**src/design/rs_pkg.sv**
```systemverilog
// constants, types and register map of the rate sensor output and control block
// assumes a 25 MHz core clock and a register port with byte-wide writes and 16-bit reads, decoded by the block itself
package rs_pkg;
	// clock and timing, each time in its printed unit
	localparam real CLK_MHZ      = 25.0;
	localparam real FAST_SPS     = 2048.0;
	localparam real TB_FINE_MS   = 1.953;
	localparam real TB_COARSE_MS = 60.54;
	localparam real DOZE_STEP_S  = 0.5;
	localparam int  FAST_CYC     = int'($floor(CLK_MHZ * 1.0e6 / FAST_SPS));
	localparam int  TB_FINE_CYC  = int'($floor(TB_FINE_MS * CLK_MHZ * 1.0e3));
	localparam int  TB_COARSE_CYC = int'($floor(TB_COARSE_MS * CLK_MHZ * 1.0e3));
	localparam int  DOZE_CYC     = int'($floor(DOZE_STEP_S * CLK_MHZ * 1.0e6));
	localparam int  START_CYC    = 16;

	// byte addresses of the lower byte of each register
	localparam logic [6:0] ADDR_SUPPLY = 7'h02;
	localparam logic [6:0] ADDR_RATE   = 7'h04;
	localparam logic [6:0] ADDR_AUX    = 7'h0a;
	localparam logic [6:0] ADDR_TEMP   = 7'h0c;
	localparam logic [6:0] ADDR_ANGLE  = 7'h0e;
	localparam logic [6:0] ADDR_BIAS   = 7'h14;
	localparam logic [6:0] ADDR_GAIN   = 7'h16;
	localparam logic [6:0] ADDR_DAC    = 7'h30;
	localparam logic [6:0] ADDR_SMPL   = 7'h36;
	localparam logic [6:0] ADDR_AVG    = 7'h38;
	localparam logic [6:0] ADDR_DOZE   = 7'h3a;
	localparam logic [6:0] ADDR_CMD    = 7'h3e;

	// reset values
	localparam logic [7:0]  SMPL_RST = 8'h01;
	localparam logic [15:0] AVG_RST  = 16'h0402;
	localparam logic [11:0] BIAS_RST = 12'h000;
	localparam logic [11:0] GAIN_RST = 12'h800;
	localparam logic [7:0]  DOZE_RST = 8'h00;
	localparam logic [11:0] DAC_RST  = 12'h000;

	// field positions and codes
	localparam int          SMPL_TB_BIT = 7;
	localparam int          POLE_BIT    = 7;
	localparam logic [7:0]  LOWPWR_MIN  = 8'h08;
	localparam logic [2:0]  RNG_320     = 3'h4;
	localparam logic [2:0]  RNG_160     = 3'h2;
	localparam logic [2:0]  RNG_80      = 3'h1;
	localparam logic [2:0]  TAPS_160    = 3'h2;
	localparam logic [2:0]  TAPS_80     = 3'h4;
	localparam int          CMD_RESET   = 7;
	localparam int          CMD_FLASH   = 3;
	localparam int          CMD_DAC     = 2;
	localparam int          CMD_RESTORE = 1;
	localparam int          CMD_NULL    = 0;
	localparam logic [7:0]  CMD_MASK    = 8'h8f;
	localparam int          GAIN_SHIFT  = 11;
	localparam logic [15:0] ANGLE_MAX   = 16'h2663;
	localparam logic signed [18:0] RATE_POS = 19'sh01fff;
	localparam logic signed [18:0] RATE_NEG = -19'sh02000;

	// new-data flag index of each output word
	localparam int ND_SUPPLY = 0;
	localparam int ND_RATE   = 1;
	localparam int ND_AUX    = 2;
	localparam int ND_TEMP   = 3;
	localparam int ND_ANGLE  = 4;

	typedef enum logic [1:0] {RS_RUN = 2'b00, RS_LOAD = 2'b01, RS_WAIT = 2'b11} rs_state_t;

	// raw converter results, rate at 0.018315 deg/s per lsb, angle step in angle lsb
	typedef struct packed {
		logic [15:0] rate;
		logic [11:0] supply;
		logic [11:0] temp;
		logic [11:0] aux;
		logic [13:0] angle_step;
	} rs_samp_t;

	// settings image held in flash
	typedef struct packed {
		logic [7:0]  smpl;
		logic [2:0]  rng;
		logic        pole;
		logic [2:0]  taps;
		logic [11:0] bias;
		logic [11:0] gain;
		logic [7:0]  doze;
	} rs_flash_t;

	typedef struct packed {
		logic running;
		logic sleeping;
		logic low_power;
		logic pole_wide;
		logic new_sample;
	} rs_ctl_t;
endpackage : rs_pkg

```
**src/design/rs_avg.sv**
```systemverilog
// one moving-average stage of 2^m taps, m from 0 to 7
// assumes clr is raised whenever m changes so the running sum restarts clean
`timescale 1ns/10ps
module rs_avg (
	input  wire logic        clk,
	input  wire logic        rstn,
	input  wire logic        clr,
	input  wire logic        in_vld,
	input  wire logic [15:0] in_data,
	input  wire logic [2:0]  m,
	output logic             out_vld,
	output logic [15:0]      out_data
);
	typedef struct packed {
		logic [6:0]  idx;
		logic [7:0]  fill;
		logic [22:0] sum;
		logic [15:0] dout;
		logic        vld;
	} rs_avg_st_t;

	rs_avg_st_t  r;
	rs_avg_st_t  next_r;
	logic [15:0] hist [0:127];
	logic [7:0]  taps;
	logic [15:0] old;
	logic [22:0] sum_new;

	// running sum: add newest, drop the one that left the window
	always_comb begin
		taps    = 8'h01 << m;
		old     = (r.fill >= taps) ? hist[r.idx - taps[6:0]] : 16'h0000;
		sum_new = r.sum + {{7{in_data[15]}}, in_data} - {{7{old[15]}}, old};
		next_r     = r;
		next_r.vld = 1'b0;
		if (clr) begin
			next_r.fill = 8'h00;
			next_r.sum  = 23'h000000;
		end else if (in_vld) begin
			next_r.sum  = sum_new;
			next_r.idx  = r.idx + 7'h01;
			next_r.fill = (r.fill == 8'h80) ? r.fill : r.fill + 8'h01;
			next_r.dout = 16'($signed(sum_new) >>> m);
			next_r.vld  = 1'b1;
		end
	end

	always_ff @(posedge clk or negedge rstn) begin
		if (!rstn) begin
			r <= '0;
		end else begin
			r <= next_r;
		end
	end

	// history holds no reset; unfilled slots are masked by fill instead
	always_ff @(posedge clk) begin
		if (in_vld && !clr) begin
			hist[r.idx] <= in_data;
		end
	end

	assign out_vld  = r.vld;
	assign out_data = r.dout;
endmodule : rs_avg

```
**src/design/rs_div.sv**
```systemverilog
// event divider: one tick every period enabled cycles
// assumes period is stable while clr is low; a zero period ticks on every enable
`timescale 1ns/10ps
module rs_div (
	input  wire logic        clk,
	input  wire logic        rstn,
	input  wire logic        clr,
	input  wire logic        en,
	input  wire logic [23:0] period,
	output logic             tick
);
	typedef struct packed {
		logic [23:0] cnt;
		logic        tick;
	} rs_div_st_t;

	rs_div_st_t r;
	rs_div_st_t next_r;

	// count enables, wrap and flag on the last one
	always_comb begin
		next_r      = r;
		next_r.tick = 1'b0;
		if (clr) begin
			next_r.cnt = 24'h000000;
		end else if (en) begin
			if (r.cnt + 24'h000001 >= period) begin
				next_r.cnt  = 24'h000000;
				next_r.tick = 1'b1;
			end else begin
				next_r.cnt = r.cnt + 24'h000001;
			end
		end
	end

	always_ff @(posedge clk or negedge rstn) begin
		if (!rstn) begin
			r <= '0;
		end else begin
			r <= next_r;
		end
	end

	assign tick = r.tick;
endmodule : rs_div

```
**src/design/rs_top.sv**
```systemverilog
// output data words and operational control of the rate sensor
// assumes raw results and fault flags are synchronous to clk; flash image is stable
`timescale 1ns/10ps

// How it works
// - each output word has a flag set while it holds unread data
// - error flag of each word is high when any fault flag is set
// - rate is 14-bit two's complement, weight scaling with the chosen range
// - supply reading is 12-bit unsigned
// - angle is 14-bit unsigned and wraps from 9827 to zero
// - temperature is 12-bit two's complement, zero meaning 25 C
// - analog input result is 12-bit unsigned
// - sample period low byte zero gives the fast 2048 per second rate
// - otherwise period is time base times increment plus one, bit 7 picks base
// - period low byte of 8 or more selects low power mode
// - range field picks 320, 160 or 80 degrees per second
// - reduced ranges hold the tap field at 2 or 4 minimum
// - bit 7 of range register picks the wide or narrow sensor pole
// - filter is two moving averages of 2^m taps each
// - bias trim is signed and added to rate data
// - gain trim is offset binary, 0x800 meaning unity gain
// - command bits start an action and clear when it completes
// - command bit 7 reloads settings from flash and restarts sampling
// - bits 3, 2, 1, 0 are flash update, dac latch, restore, bias null
// - writing the doze low byte sleeps for count times half a second
// - dac latch moves both dac bytes to the output together
module rs_top #(
	parameter int FAST_CYC      = rs_pkg::FAST_CYC,
	parameter int TB_FINE_CYC   = rs_pkg::TB_FINE_CYC,
	parameter int TB_COARSE_CYC = rs_pkg::TB_COARSE_CYC,
	parameter int DOZE_CYC      = rs_pkg::DOZE_CYC,
	parameter int START_CYC     = rs_pkg::START_CYC
) (
	input  wire logic              clk,
	input  wire logic              rstn,
	input  wire logic              reg_wr,
	input  wire logic              reg_rd,
	input  wire logic [6:0]        reg_addr,
	input  wire logic [7:0]        reg_wdata,
	output logic [15:0]            reg_rdata,
	input  wire rs_pkg::rs_samp_t  samp,
	input  wire logic [15:0]       fault_flags,
	input  wire rs_pkg::rs_flash_t flash,
	input  wire logic [2:0]        op_done,
	output logic [2:0]             op_busy,
	output logic [11:0]            dac_out,
	output rs_pkg::rs_ctl_t        ctl
);
	typedef struct packed {
		rs_pkg::rs_state_t st;
		logic [7:0]  wait_cnt;
		logic [7:0]  smpl;
		logic [2:0]  rng;
		logic        pole;
		logic [2:0]  taps;
		logic [11:0] bias;
		logic [11:0] gain;
		logic [7:0]  doze;
		logic [7:0]  sleep_cnt;
		logic        sleeping;
		logic        low_power;
		logic        running;
		logic [11:0] dac;
		logic [11:0] dac_out;
		logic [7:0]  cmd;
		logic [13:0] rate;
		logic [11:0] supply;
		logic [11:0] temp;
		logic [11:0] aux;
		logic [13:0] angle;
		logic [4:0]  nd;
		logic        ea;
		logic        newp;
		logic [15:0] rdata;
	} rs_top_st_t;

	rs_top_st_t r;
	rs_top_st_t next_r;

	logic        smpl_wr;
	logic        avg_wr;
	logic        halt;
	logic [23:0] base_per;
	logic [23:0] mult_per;
	logic        base_tick;
	logic        samp_tick;
	logic        half_tick;
	logic        filt_clr;
	logic        s1_vld;
	logic [15:0] s1_out;
	logic        s2_vld;
	logic [15:0] s2_out;
	logic signed [28:0] prod;
	logic signed [18:0] adj;
	logic signed [18:0] shf;
	logic [13:0] rate_sat;
	logic signed [15:0] asum;
	logic [13:0] angle_new;
	logic [6:0]  ra;

	// writes that reshape timing or filtering restart the affected counters
	assign smpl_wr  = reg_wr && (reg_addr == rs_pkg::ADDR_SMPL);
	assign avg_wr   = reg_wr && ({reg_addr[6:1], 1'b0} == rs_pkg::ADDR_AVG);
	assign halt     = (r.st != rs_pkg::RS_RUN) | r.sleeping | smpl_wr;
	assign filt_clr = (r.st != rs_pkg::RS_RUN) | avg_wr;
	assign ra       = {reg_addr[6:1], 1'b0};

	// sample period: fast rate, or time base times increment plus one
	assign base_per = (r.smpl == 8'h00) ? 24'(FAST_CYC) :
		(r.smpl[rs_pkg::SMPL_TB_BIT] ? 24'(TB_COARSE_CYC) : 24'(TB_FINE_CYC));
	assign mult_per = (r.smpl == 8'h00) ? 24'h000001 : {17'h00000, r.smpl[6:0]} + 24'h000001;

	rs_div u_base (
		.clk    (clk),
		.rstn   (rstn),
		.clr    (halt),
		.en     (1'b1),
		.period (base_per),
		.tick   (base_tick)
	);

	rs_div u_mult (
		.clk    (clk),
		.rstn   (rstn),
		.clr    (halt),
		.en     (base_tick),
		.period (mult_per),
		.tick   (samp_tick)
	);

	// half-second steps of the doze timer, held clear while awake
	rs_div u_doze (
		.clk    (clk),
		.rstn   (rstn),
		.clr    (!r.sleeping),
		.en     (1'b1),
		.period (24'(DOZE_CYC)),
		.tick   (half_tick)
	);

	// two cascaded averaging stages give the triangular window
	rs_avg u_stage1 (
		.clk      (clk),
		.rstn     (rstn),
		.clr      (filt_clr),
		.in_vld   (samp_tick),
		.in_data  (samp.rate),
		.m        (r.taps),
		.out_vld  (s1_vld),
		.out_data (s1_out)
	);

	rs_avg u_stage2 (
		.clk      (clk),
		.rstn     (rstn),
		.clr      (filt_clr),
		.in_vld   (s1_vld),
		.in_data  (s1_out),
		.m        (r.taps),
		.out_vld  (s2_vld),
		.out_data (s2_out)
	);

	// tap field floor for the narrow ranges
	function automatic logic [2:0] clamp_taps(input logic [2:0] rng, input logic [2:0] taps);
		logic [2:0] res;
		res = taps;
		if (rng == rs_pkg::RNG_160 && taps < rs_pkg::TAPS_160) begin
			res = rs_pkg::TAPS_160;
		end else if (rng == rs_pkg::RNG_80 && taps < rs_pkg::TAPS_80) begin
			res = rs_pkg::TAPS_80;
		end
		return res;
	endfunction : clamp_taps

	// gain, bias, range scaling and saturation of the filtered rate
	always_comb begin
		prod = $signed(s2_out) * $signed({1'b0, r.gain});
		adj  = 19'(prod >>> rs_pkg::GAIN_SHIFT) + 19'($signed(r.bias));
		case (r.rng)
			rs_pkg::RNG_80: begin
				shf = adj;
			end
			rs_pkg::RNG_160: begin
				shf = adj >>> 1;
			end
			default: begin
				shf = adj >>> 2;
			end
		endcase
		if (shf > rs_pkg::RATE_POS) begin
			rate_sat = 14'h1fff;
		end else if (shf < rs_pkg::RATE_NEG) begin
			rate_sat = 14'h2000;
		end else begin
			rate_sat = shf[13:0];
		end
	end

	// angle accumulation, modulo one turn in either direction
	always_comb begin
		asum = $signed({2'b00, r.angle}) + $signed({{2{samp.angle_step[13]}}, samp.angle_step});
		if (asum > $signed(rs_pkg::ANGLE_MAX)) begin
			asum = asum - $signed(rs_pkg::ANGLE_MAX + 16'h0001);
		end else if (asum < 0) begin
			asum = asum + $signed(rs_pkg::ANGLE_MAX + 16'h0001);
		end
		angle_new = asum[13:0];
	end

	// register port, sequencer, commands, doze and sample capture
	always_comb begin
		next_r       = r;
		next_r.newp  = 1'b0;
		next_r.ea    = |fault_flags;
		// register reads: answer word, then clear its flag
		if (reg_rd) begin
			if (ra == rs_pkg::ADDR_SUPPLY) begin
				next_r.rdata = {r.nd[rs_pkg::ND_SUPPLY], r.ea, 2'b00, r.supply};
				next_r.nd[rs_pkg::ND_SUPPLY] = 1'b0;
			end else if (ra == rs_pkg::ADDR_RATE) begin
				next_r.rdata = {r.nd[rs_pkg::ND_RATE], r.ea, r.rate};
				next_r.nd[rs_pkg::ND_RATE] = 1'b0;
			end else if (ra == rs_pkg::ADDR_AUX) begin
				next_r.rdata = {r.nd[rs_pkg::ND_AUX], r.ea, 2'b00, r.aux};
				next_r.nd[rs_pkg::ND_AUX] = 1'b0;
			end else if (ra == rs_pkg::ADDR_TEMP) begin
				next_r.rdata = {r.nd[rs_pkg::ND_TEMP], r.ea, 2'b00, r.temp};
				next_r.nd[rs_pkg::ND_TEMP] = 1'b0;
			end else if (ra == rs_pkg::ADDR_ANGLE) begin
				next_r.rdata = {r.nd[rs_pkg::ND_ANGLE], r.ea, r.angle};
				next_r.nd[rs_pkg::ND_ANGLE] = 1'b0;
			end else if (ra == rs_pkg::ADDR_BIAS) begin
				next_r.rdata = {4'h0, r.bias};
			end else if (ra == rs_pkg::ADDR_GAIN) begin
				next_r.rdata = {4'h0, r.gain};
			end else if (ra == rs_pkg::ADDR_DAC) begin
				next_r.rdata = {4'h0, r.dac};
			end else if (ra == rs_pkg::ADDR_SMPL) begin
				next_r.rdata = {8'h00, r.smpl};
			end else if (ra == rs_pkg::ADDR_AVG) begin
				next_r.rdata = {5'h00, r.rng, r.pole, 4'h0, r.taps};
			end else if (ra == rs_pkg::ADDR_DOZE) begin
				next_r.rdata = {8'h00, r.doze};
			end else begin
				next_r.rdata = 16'h0000;
			end
		end
		// finished external operations drop their command bits
		next_r.cmd[rs_pkg::CMD_FLASH]   = r.cmd[rs_pkg::CMD_FLASH] & ~op_done[2];
		next_r.cmd[rs_pkg::CMD_RESTORE] = r.cmd[rs_pkg::CMD_RESTORE] & ~op_done[1];
		next_r.cmd[rs_pkg::CMD_NULL]    = r.cmd[rs_pkg::CMD_NULL] & ~op_done[0];
		// dac latch copies both bytes at once, then retires
		if (r.cmd[rs_pkg::CMD_DAC]) begin
			next_r.dac_out = r.dac;
			next_r.cmd[rs_pkg::CMD_DAC] = 1'b0;
		end
		// doze count down in half-second steps
		if (half_tick) begin
			if (r.sleep_cnt <= 8'h01) begin
				next_r.sleep_cnt = 8'h00;
				next_r.sleeping  = 1'b0;
			end else begin
				next_r.sleep_cnt = r.sleep_cnt - 8'h01;
			end
		end
		case (r.st)
			rs_pkg::RS_LOAD: begin
				// reload settings from flash, drop stale data
				next_r.smpl     = flash.smpl;
				next_r.rng      = flash.rng;
				next_r.pole     = flash.pole;
				next_r.taps     = clamp_taps(flash.rng, flash.taps);
				next_r.bias     = flash.bias;
				next_r.gain     = flash.gain;
				next_r.doze     = flash.doze;
				next_r.nd       = 5'h00;
				next_r.wait_cnt = 8'h00;
				next_r.st       = rs_pkg::RS_WAIT;
			end
			rs_pkg::RS_WAIT: begin
				// start-up settle before sampling resumes
				if (r.wait_cnt + 8'h01 >= 8'(START_CYC)) begin
					next_r.st = rs_pkg::RS_RUN;
					next_r.cmd[rs_pkg::CMD_RESET] = 1'b0;
				end else begin
					next_r.wait_cnt = r.wait_cnt + 8'h01;
				end
			end
			default: begin
				// new sample: fill every output word and raise its flag
				if (s2_vld) begin
					next_r.rate   = rate_sat;
					next_r.supply = samp.supply;
					next_r.temp   = samp.temp;
					next_r.aux    = samp.aux;
					next_r.angle  = angle_new;
					next_r.nd     = 5'h1f;
					next_r.newp   = 1'b1;
				end
				// byte writes; settings writes are ignored outside normal running
				if (reg_wr) begin
					if (reg_addr == rs_pkg::ADDR_ANGLE) begin
						next_r.angle[7:0] = reg_wdata;
					end else if (reg_addr == rs_pkg::ADDR_ANGLE + 7'h01) begin
						next_r.angle[13:8] = reg_wdata[5:0];
					end else if (reg_addr == rs_pkg::ADDR_BIAS) begin
						next_r.bias[7:0] = reg_wdata;
					end else if (reg_addr == rs_pkg::ADDR_BIAS + 7'h01) begin
						next_r.bias[11:8] = reg_wdata[3:0];
					end else if (reg_addr == rs_pkg::ADDR_GAIN) begin
						next_r.gain[7:0] = reg_wdata;
					end else if (reg_addr == rs_pkg::ADDR_GAIN + 7'h01) begin
						next_r.gain[11:8] = reg_wdata[3:0];
					end else if (reg_addr == rs_pkg::ADDR_DAC) begin
						next_r.dac[7:0] = reg_wdata;
					end else if (reg_addr == rs_pkg::ADDR_DAC + 7'h01) begin
						next_r.dac[11:8] = reg_wdata[3:0];
					end else if (reg_addr == rs_pkg::ADDR_SMPL) begin
						next_r.smpl = reg_wdata;
					end else if (reg_addr == rs_pkg::ADDR_AVG) begin
						next_r.pole = reg_wdata[rs_pkg::POLE_BIT];
						next_r.taps = clamp_taps(r.rng, reg_wdata[2:0]);
					end else if (reg_addr == rs_pkg::ADDR_AVG + 7'h01) begin
						// unknown range codes leave the range unchanged
						if (reg_wdata[2:0] == rs_pkg::RNG_320 || reg_wdata[2:0] == rs_pkg::RNG_160 ||
							reg_wdata[2:0] == rs_pkg::RNG_80) begin
							next_r.rng  = reg_wdata[2:0];
							next_r.taps = clamp_taps(reg_wdata[2:0], r.taps);
						end
					end else if (reg_addr == rs_pkg::ADDR_DOZE) begin
						next_r.doze      = reg_wdata;
						next_r.sleep_cnt = reg_wdata;
						next_r.sleeping  = (reg_wdata != 8'h00);
					end else if (reg_addr == rs_pkg::ADDR_CMD) begin
						next_r.cmd = next_r.cmd | (reg_wdata & rs_pkg::CMD_MASK);
					end
				end
				if (r.cmd[rs_pkg::CMD_RESET]) begin
					next_r.sleeping  = 1'b0;
					next_r.sleep_cnt = 8'h00;
					next_r.st        = rs_pkg::RS_LOAD;
				end
			end
		endcase
		next_r.low_power = (next_r.smpl >= rs_pkg::LOWPWR_MIN);
		// running status kept in a flop so the port has no decode behind it
		next_r.running   = (next_r.st == rs_pkg::RS_RUN);
	end

	always_ff @(posedge clk or negedge rstn) begin
		if (!rstn) begin
			r      <= '0;
			r.st   <= rs_pkg::RS_RUN;
			r.running <= 1'b1;
			r.smpl <= rs_pkg::SMPL_RST;
			r.rng  <= rs_pkg::AVG_RST[10:8];
			r.pole <= rs_pkg::AVG_RST[rs_pkg::POLE_BIT];
			r.taps <= rs_pkg::AVG_RST[2:0];
			r.bias <= rs_pkg::BIAS_RST;
			r.gain <= rs_pkg::GAIN_RST;
			r.doze <= rs_pkg::DOZE_RST;
			r.dac  <= rs_pkg::DAC_RST;
		end else begin
			r <= next_r;
		end
	end

	assign reg_rdata = r.rdata;
	assign op_busy   = {r.cmd[rs_pkg::CMD_FLASH], r.cmd[rs_pkg::CMD_RESTORE], r.cmd[rs_pkg::CMD_NULL]};
	assign dac_out   = r.dac_out;
	assign ctl       = '{running: r.running, sleeping: r.sleeping, low_power: r.low_power,
		pole_wide: r.pole, new_sample: r.newp};

	// checks kept next to the logic they guard
	nd_set_a: assert property (@(posedge clk) disable iff (!rstn)
		(s2_vld && r.st == rs_pkg::RS_RUN) |=> (r.nd == 5'h1f) && r.newp) else $error("new data flags not set");
	ea_track_a: assert property (@(posedge clk) disable iff (!rstn)
		1'b1 |=> (r.ea == |$past(fault_flags))) else $error("error flag does not follow faults");
	angle_wrap_a: assert property (@(posedge clk) disable iff (!rstn)
		r.angle <= rs_pkg::ANGLE_MAX[13:0]) else $error("angle beyond one turn");
	low_power_a: assert property (@(posedge clk) disable iff (!rstn)
		r.low_power == (r.smpl >= rs_pkg::LOWPWR_MIN)) else $error("low power mode mismatch");
	taps_floor_a: assert property (@(posedge clk) disable iff (!rstn)
		(r.rng == rs_pkg::RNG_80) |-> (r.taps >= rs_pkg::TAPS_80)) else $error("tap floor broken");
	dac_latch_a: assert property (@(posedge clk) disable iff (!rstn)
		(reg_wr && reg_addr == rs_pkg::ADDR_CMD && reg_wdata[rs_pkg::CMD_DAC] && r.st == rs_pkg::RS_RUN)
		|=> ##1 (r.dac_out == $past(r.dac)) && !r.cmd[rs_pkg::CMD_DAC]) else $error("dac latch missed");
	soft_reset_a: assert property (@(posedge clk) disable iff (!rstn)
		(r.st == rs_pkg::RS_LOAD) |=> (r.st == rs_pkg::RS_WAIT) && (r.smpl == $past(flash.smpl)) && (r.nd == 5'h00))
		else $error("soft reset reload failed");
	nd_clear_a: assert property (@(posedge clk) disable iff (!rstn)
		(reg_rd && ra == rs_pkg::ADDR_RATE && !s2_vld) |=> !r.nd[rs_pkg::ND_RATE]) else $error("flag not cleared");
endmodule : rs_top
```
**config.mk**
```make
export PLATFORM = sky130hd
export DESIGN_NAME = rs_top
export DESIGN_NICKNAME = d
export VERILOG_FILES = /design/src/design/rs_pkg.sv /design/src/design/rs_avg.sv /design/src/design/rs_div.sv /design/src/design/rs_top.sv
export SDC_FILE = /design/constraint.sdc
export NUM_CORES = 2
export LEC_CHECK = 0
export BUFFER_PORTS_ARGS = -buffer_cell sky130_fd_sc_hd__buf_2
export CAP_MARGIN = 20
export CORE_AREA = 2 2 761 460
export DETAILED_ROUTE_END_ITERATION = 6
export DIE_AREA = 0 0 763 462
export PLACE_DENSITY_LB_ADDON = 0.12
export SETUP_SLACK_MARGIN = 0.05
export SLEW_MARGIN = 20
export SYNTH_ARGS = -nofsm -noshare
export SYNTH_HDL_FRONTEND = slang
export SYNTH_SLANG_ARGS = --single-unit
```
**constraint.sdc**
```tcl
create_clock -name clk -period 7.15 [get_ports clk]
set_clock_uncertainty 0.15 [all_clocks]
set_input_delay 0.715 -clock clk [delete_from_list [all_inputs] [get_ports clk]]
set_output_delay 0.715 -clock clk [all_outputs]
set_load 0.02 [all_outputs]
```
==> flow_summary.yaml <==
grt:
  grt_start_max_net_pins: 124
  grt_pass1_vias: 104000
  grt_pass1_wl_um: 746000
  grt_usage_pct: 29.5
  grt_antenna_before_repair: 40
  overflow: 0
finish:
  post-route-cell-area_um2: 224000
  layout.cells.non_filler: 16500
  final_cell_mix: "edfxtp_1, mux4_2, buf_4, nand2_1, nor2_1"
  fin_util_pct: 64.6
  final_common_cell: "edfxtp_1"
  syn2layout_area_growth_pct: 18.2
  drive_gt1_share_pct: 33.9
  nets: 12200
synth:
  synth_warnings: 0
  yosysSeqAreaShare_pct: 69.9
  ys_ff_latch: 4465
  avgSynthCellArea_um2: 18.8
  netlist_instances: 10100
  netlist.area_leader.share_pct: 65.0
  synth_cell_types: 87
  synth-edff-count: 4096
  synth_top_area_cell: "edfxtp_1"
  synth_top_flop_cell: "edfxtp_1"
  synth_area_leaders: "edfxtp_1, mux4_2, dfrtp_1, fa_1, ha_1"
  synthArstFlopShare_pct: 8.26
  synth_area_um2: 189000
run_status:
  violations: "setup timing"
  status: "complete, but fails checks"
detailed_routing:
  ant_nets: 0
  routedWlPerCell_um: 31.7
  routed_via_density: 6.44
  drc: 0
  vias: 106000
  drt_pass1_iterations: 6
  drt-initial-drc-count: 15900
  wl_um: 522000
critical_path:
  cp.required_ps: 7770
  r2r_slack_ps: -540
  cp-start-kind: "flip-flop"
  cpMostUsedCell: "fa_1"
  end_kind: "flip-flop"
  critPathSlowestCell: "fa_1"
  arrival_ps: 8310
  worstSetupPathType: "reg2reg"
  rr_endpoint: "r[85]$_DFFE_PN0P_"
  r2r_start: "r[139]$_DFFE_PN0P_"
  cpPeakStageDelay_ps: 560
  r2r_cells: 30
  crit_path_max_fanout: 7
timing:
  hold_violations: 0
  finalSetupViolCount: 53
  worst_pin_slew_ps: 1150
  max_clock_freq_ghz: 0.130
  setup_ws_ps: -543
  period_needed_ps: 7690
  max_slew_margin_pct: 23.1
  rsz0062_at_grt: "yes"
  whs_ps: 54.0
  min_period_over_period_pct: 108
  final-max-slew-violation-count: 0
worst_hold_path:
  hp-start: "samp[52]"
  hold_depth: 1
  whs_endpoint: "u_stage1.hist[120][2]$_DFFE_PP_"
  hold_class: "in2reg"
clock_network:
  cts-root-buf: "clkbuf_16"
  htreeDepth: 5
  clk_pin_slew_worst_paths_ps: 60
  clock_latency_ps: 980
  cts_tree: "yes"
  clock-sinks: 4465
  numCtsBuffers: 405
  cts_buffer_depth: 4
flow_run:
  drv_cap: 0
placed_design:
  portBuffers: 186
  place_congestion: 0.942
  place_hpwl_um: 336000
  placedCellCount: 15500
  placed_cell_area_um2: 205000
floorplanning:
  dieHeight_um: 462
  coreArea_um2: 347000
  die_w_um: 763
  io_pins: 187
  initial_core_util_pct: 54.6
  die-area_um2: 353000
  num_rows: 168
## state kept, by name (all words and copies together) (netlist names), 24 cells and up
| signal | cells |
|---|---|
| u_stage2.r | 38 |
| u_stage2.hist | 2048 |
| u_stage1.hist | 2048 |
| r | 148 |
| u_doze.r | 24 |
| u_mult.r | 24 |
| u_stage1.r | 38 |
| u_base.r | 24 |
## kinds of logic (layout without fill, tap and decap cells)
logic type,Yosys count,after routing,synth area share (%)
flops,4465,4465,69.9
simple gates,1639,1639,3.85
mux,1542,1542,16.7
buf+inv,972,2795,2.01
compound gates,787,787,2.80
fa+ha+maj,439,439,3.79
xor+xnor,215,215,0.999
other cells,1,18,0.00198
## worst max path at each step
stage	to	slack, ps	cells after the start	from
6_report	r[85]$_DFFE_PN0P_	-540	30	r[139]$_DFFE_PN0P_
5_1_grt	r[85]$_DFFE_PN0P_	-840	30	r[139]$_DFFE_PN0P_
4_1_cts	r[78]$_DFFE_PN0P_	-480	30	r[139]$_DFFE_PN0P_
3_5_place_dp	u_stage2.out_data[14]$_DFFE_PN0P_	-870	27	r[164]$_DFFE_PN0P_
3_3_place_gp	u_stage2.out_data[14]$_DFFE_PN0P_	-740	27	r[164]$_DFFE_PN0P_
2_1_floorplan	r[79]$_DFFE_PN0P_	-70	32	r[139]$_DFFE_PN0P_
## per-stage QoR
stage	setup slack (ps)	TNS [ps]
2_1_floorplan	-73.4	-713
3_3_place_gp	-743	-24490
3_5_place_dp	-865	-27880
4_1_cts	-478	-7120
5_1_grt	-844	-27340
6_report	-543	-16810
## synthesized netlist by cell type (all sizes together) (8+ instances only)
cell type	number
a22o	11
nand4	39
a221oi	14
mux4	1283
ha	214
nor3	49
o21a	11
o211ai	84
a221o	29
o311ai	8
and3	28
a21o	55
o221ai	9
o21bai	17
a22oi	46
nand2	538
nor2b	42
o31ai	12
mux2i	147
a211oi	36
nor4	23
xor2	88
inv	437
edfxtp	4096
and2	128
buf	167
nand2b	22
a21oi	193
mux2	112
fa	225
xnor2	127
nand3	120
clkbuf	364
a41oi	8
o22ai	32
o21ai	137
or3	11
dfrtp	364
a31oi	19
nor2	598
## worst max-delay path: cells and delay by family (launching register included)
| family | cells | cell delay (ps) |
|---|---|---|
| AOI/OAI and AO/OA | 10 | 1950 |
| buffers and inverters | 7 | 800 |
| DFF | 1 | 420 |
| and+or+nand+nor | 4 | 890 |
| adders and majority gates | 7 | 3040 |
| xor gates and xnor gates | 2 | 250 |
## final cells by class
class	count	area (um^2)
Sequential cell	4465	132000
Fill cell	23300	123000
Multi-Input combinational cell	4625	56200
Timing Repair Buffer	1624	14800
Clock buffer	500	10700
Tap cell	4590	5740
Clock inverter	230	2310
Inverter	441	1660
Antenna cell	15	37.5
## layer usage
layer	wire length, um	up-vias	track usage, %
li1	-	43000	-
met1	230000	56100	49.0
met2	215000	6445	39.8
met3	66900	661	7.40
met4	9570	6	5.20
met5	34	-	0
## what timing repair did
action | in CTS | in global routing
pin swaps | 194 | 171
hold buffers | 78 | 0
gates resized for setup | 401 | 255
setup buffers | 133 | 64
endpoints found under the hold margin | 144 | 0
setup endpoints to repair | 67 | 64
cloned | 21 | 6
Power is not shown: default switching activity piles up to over one toggle a cycle in this logic, so the estimate is an artifact.
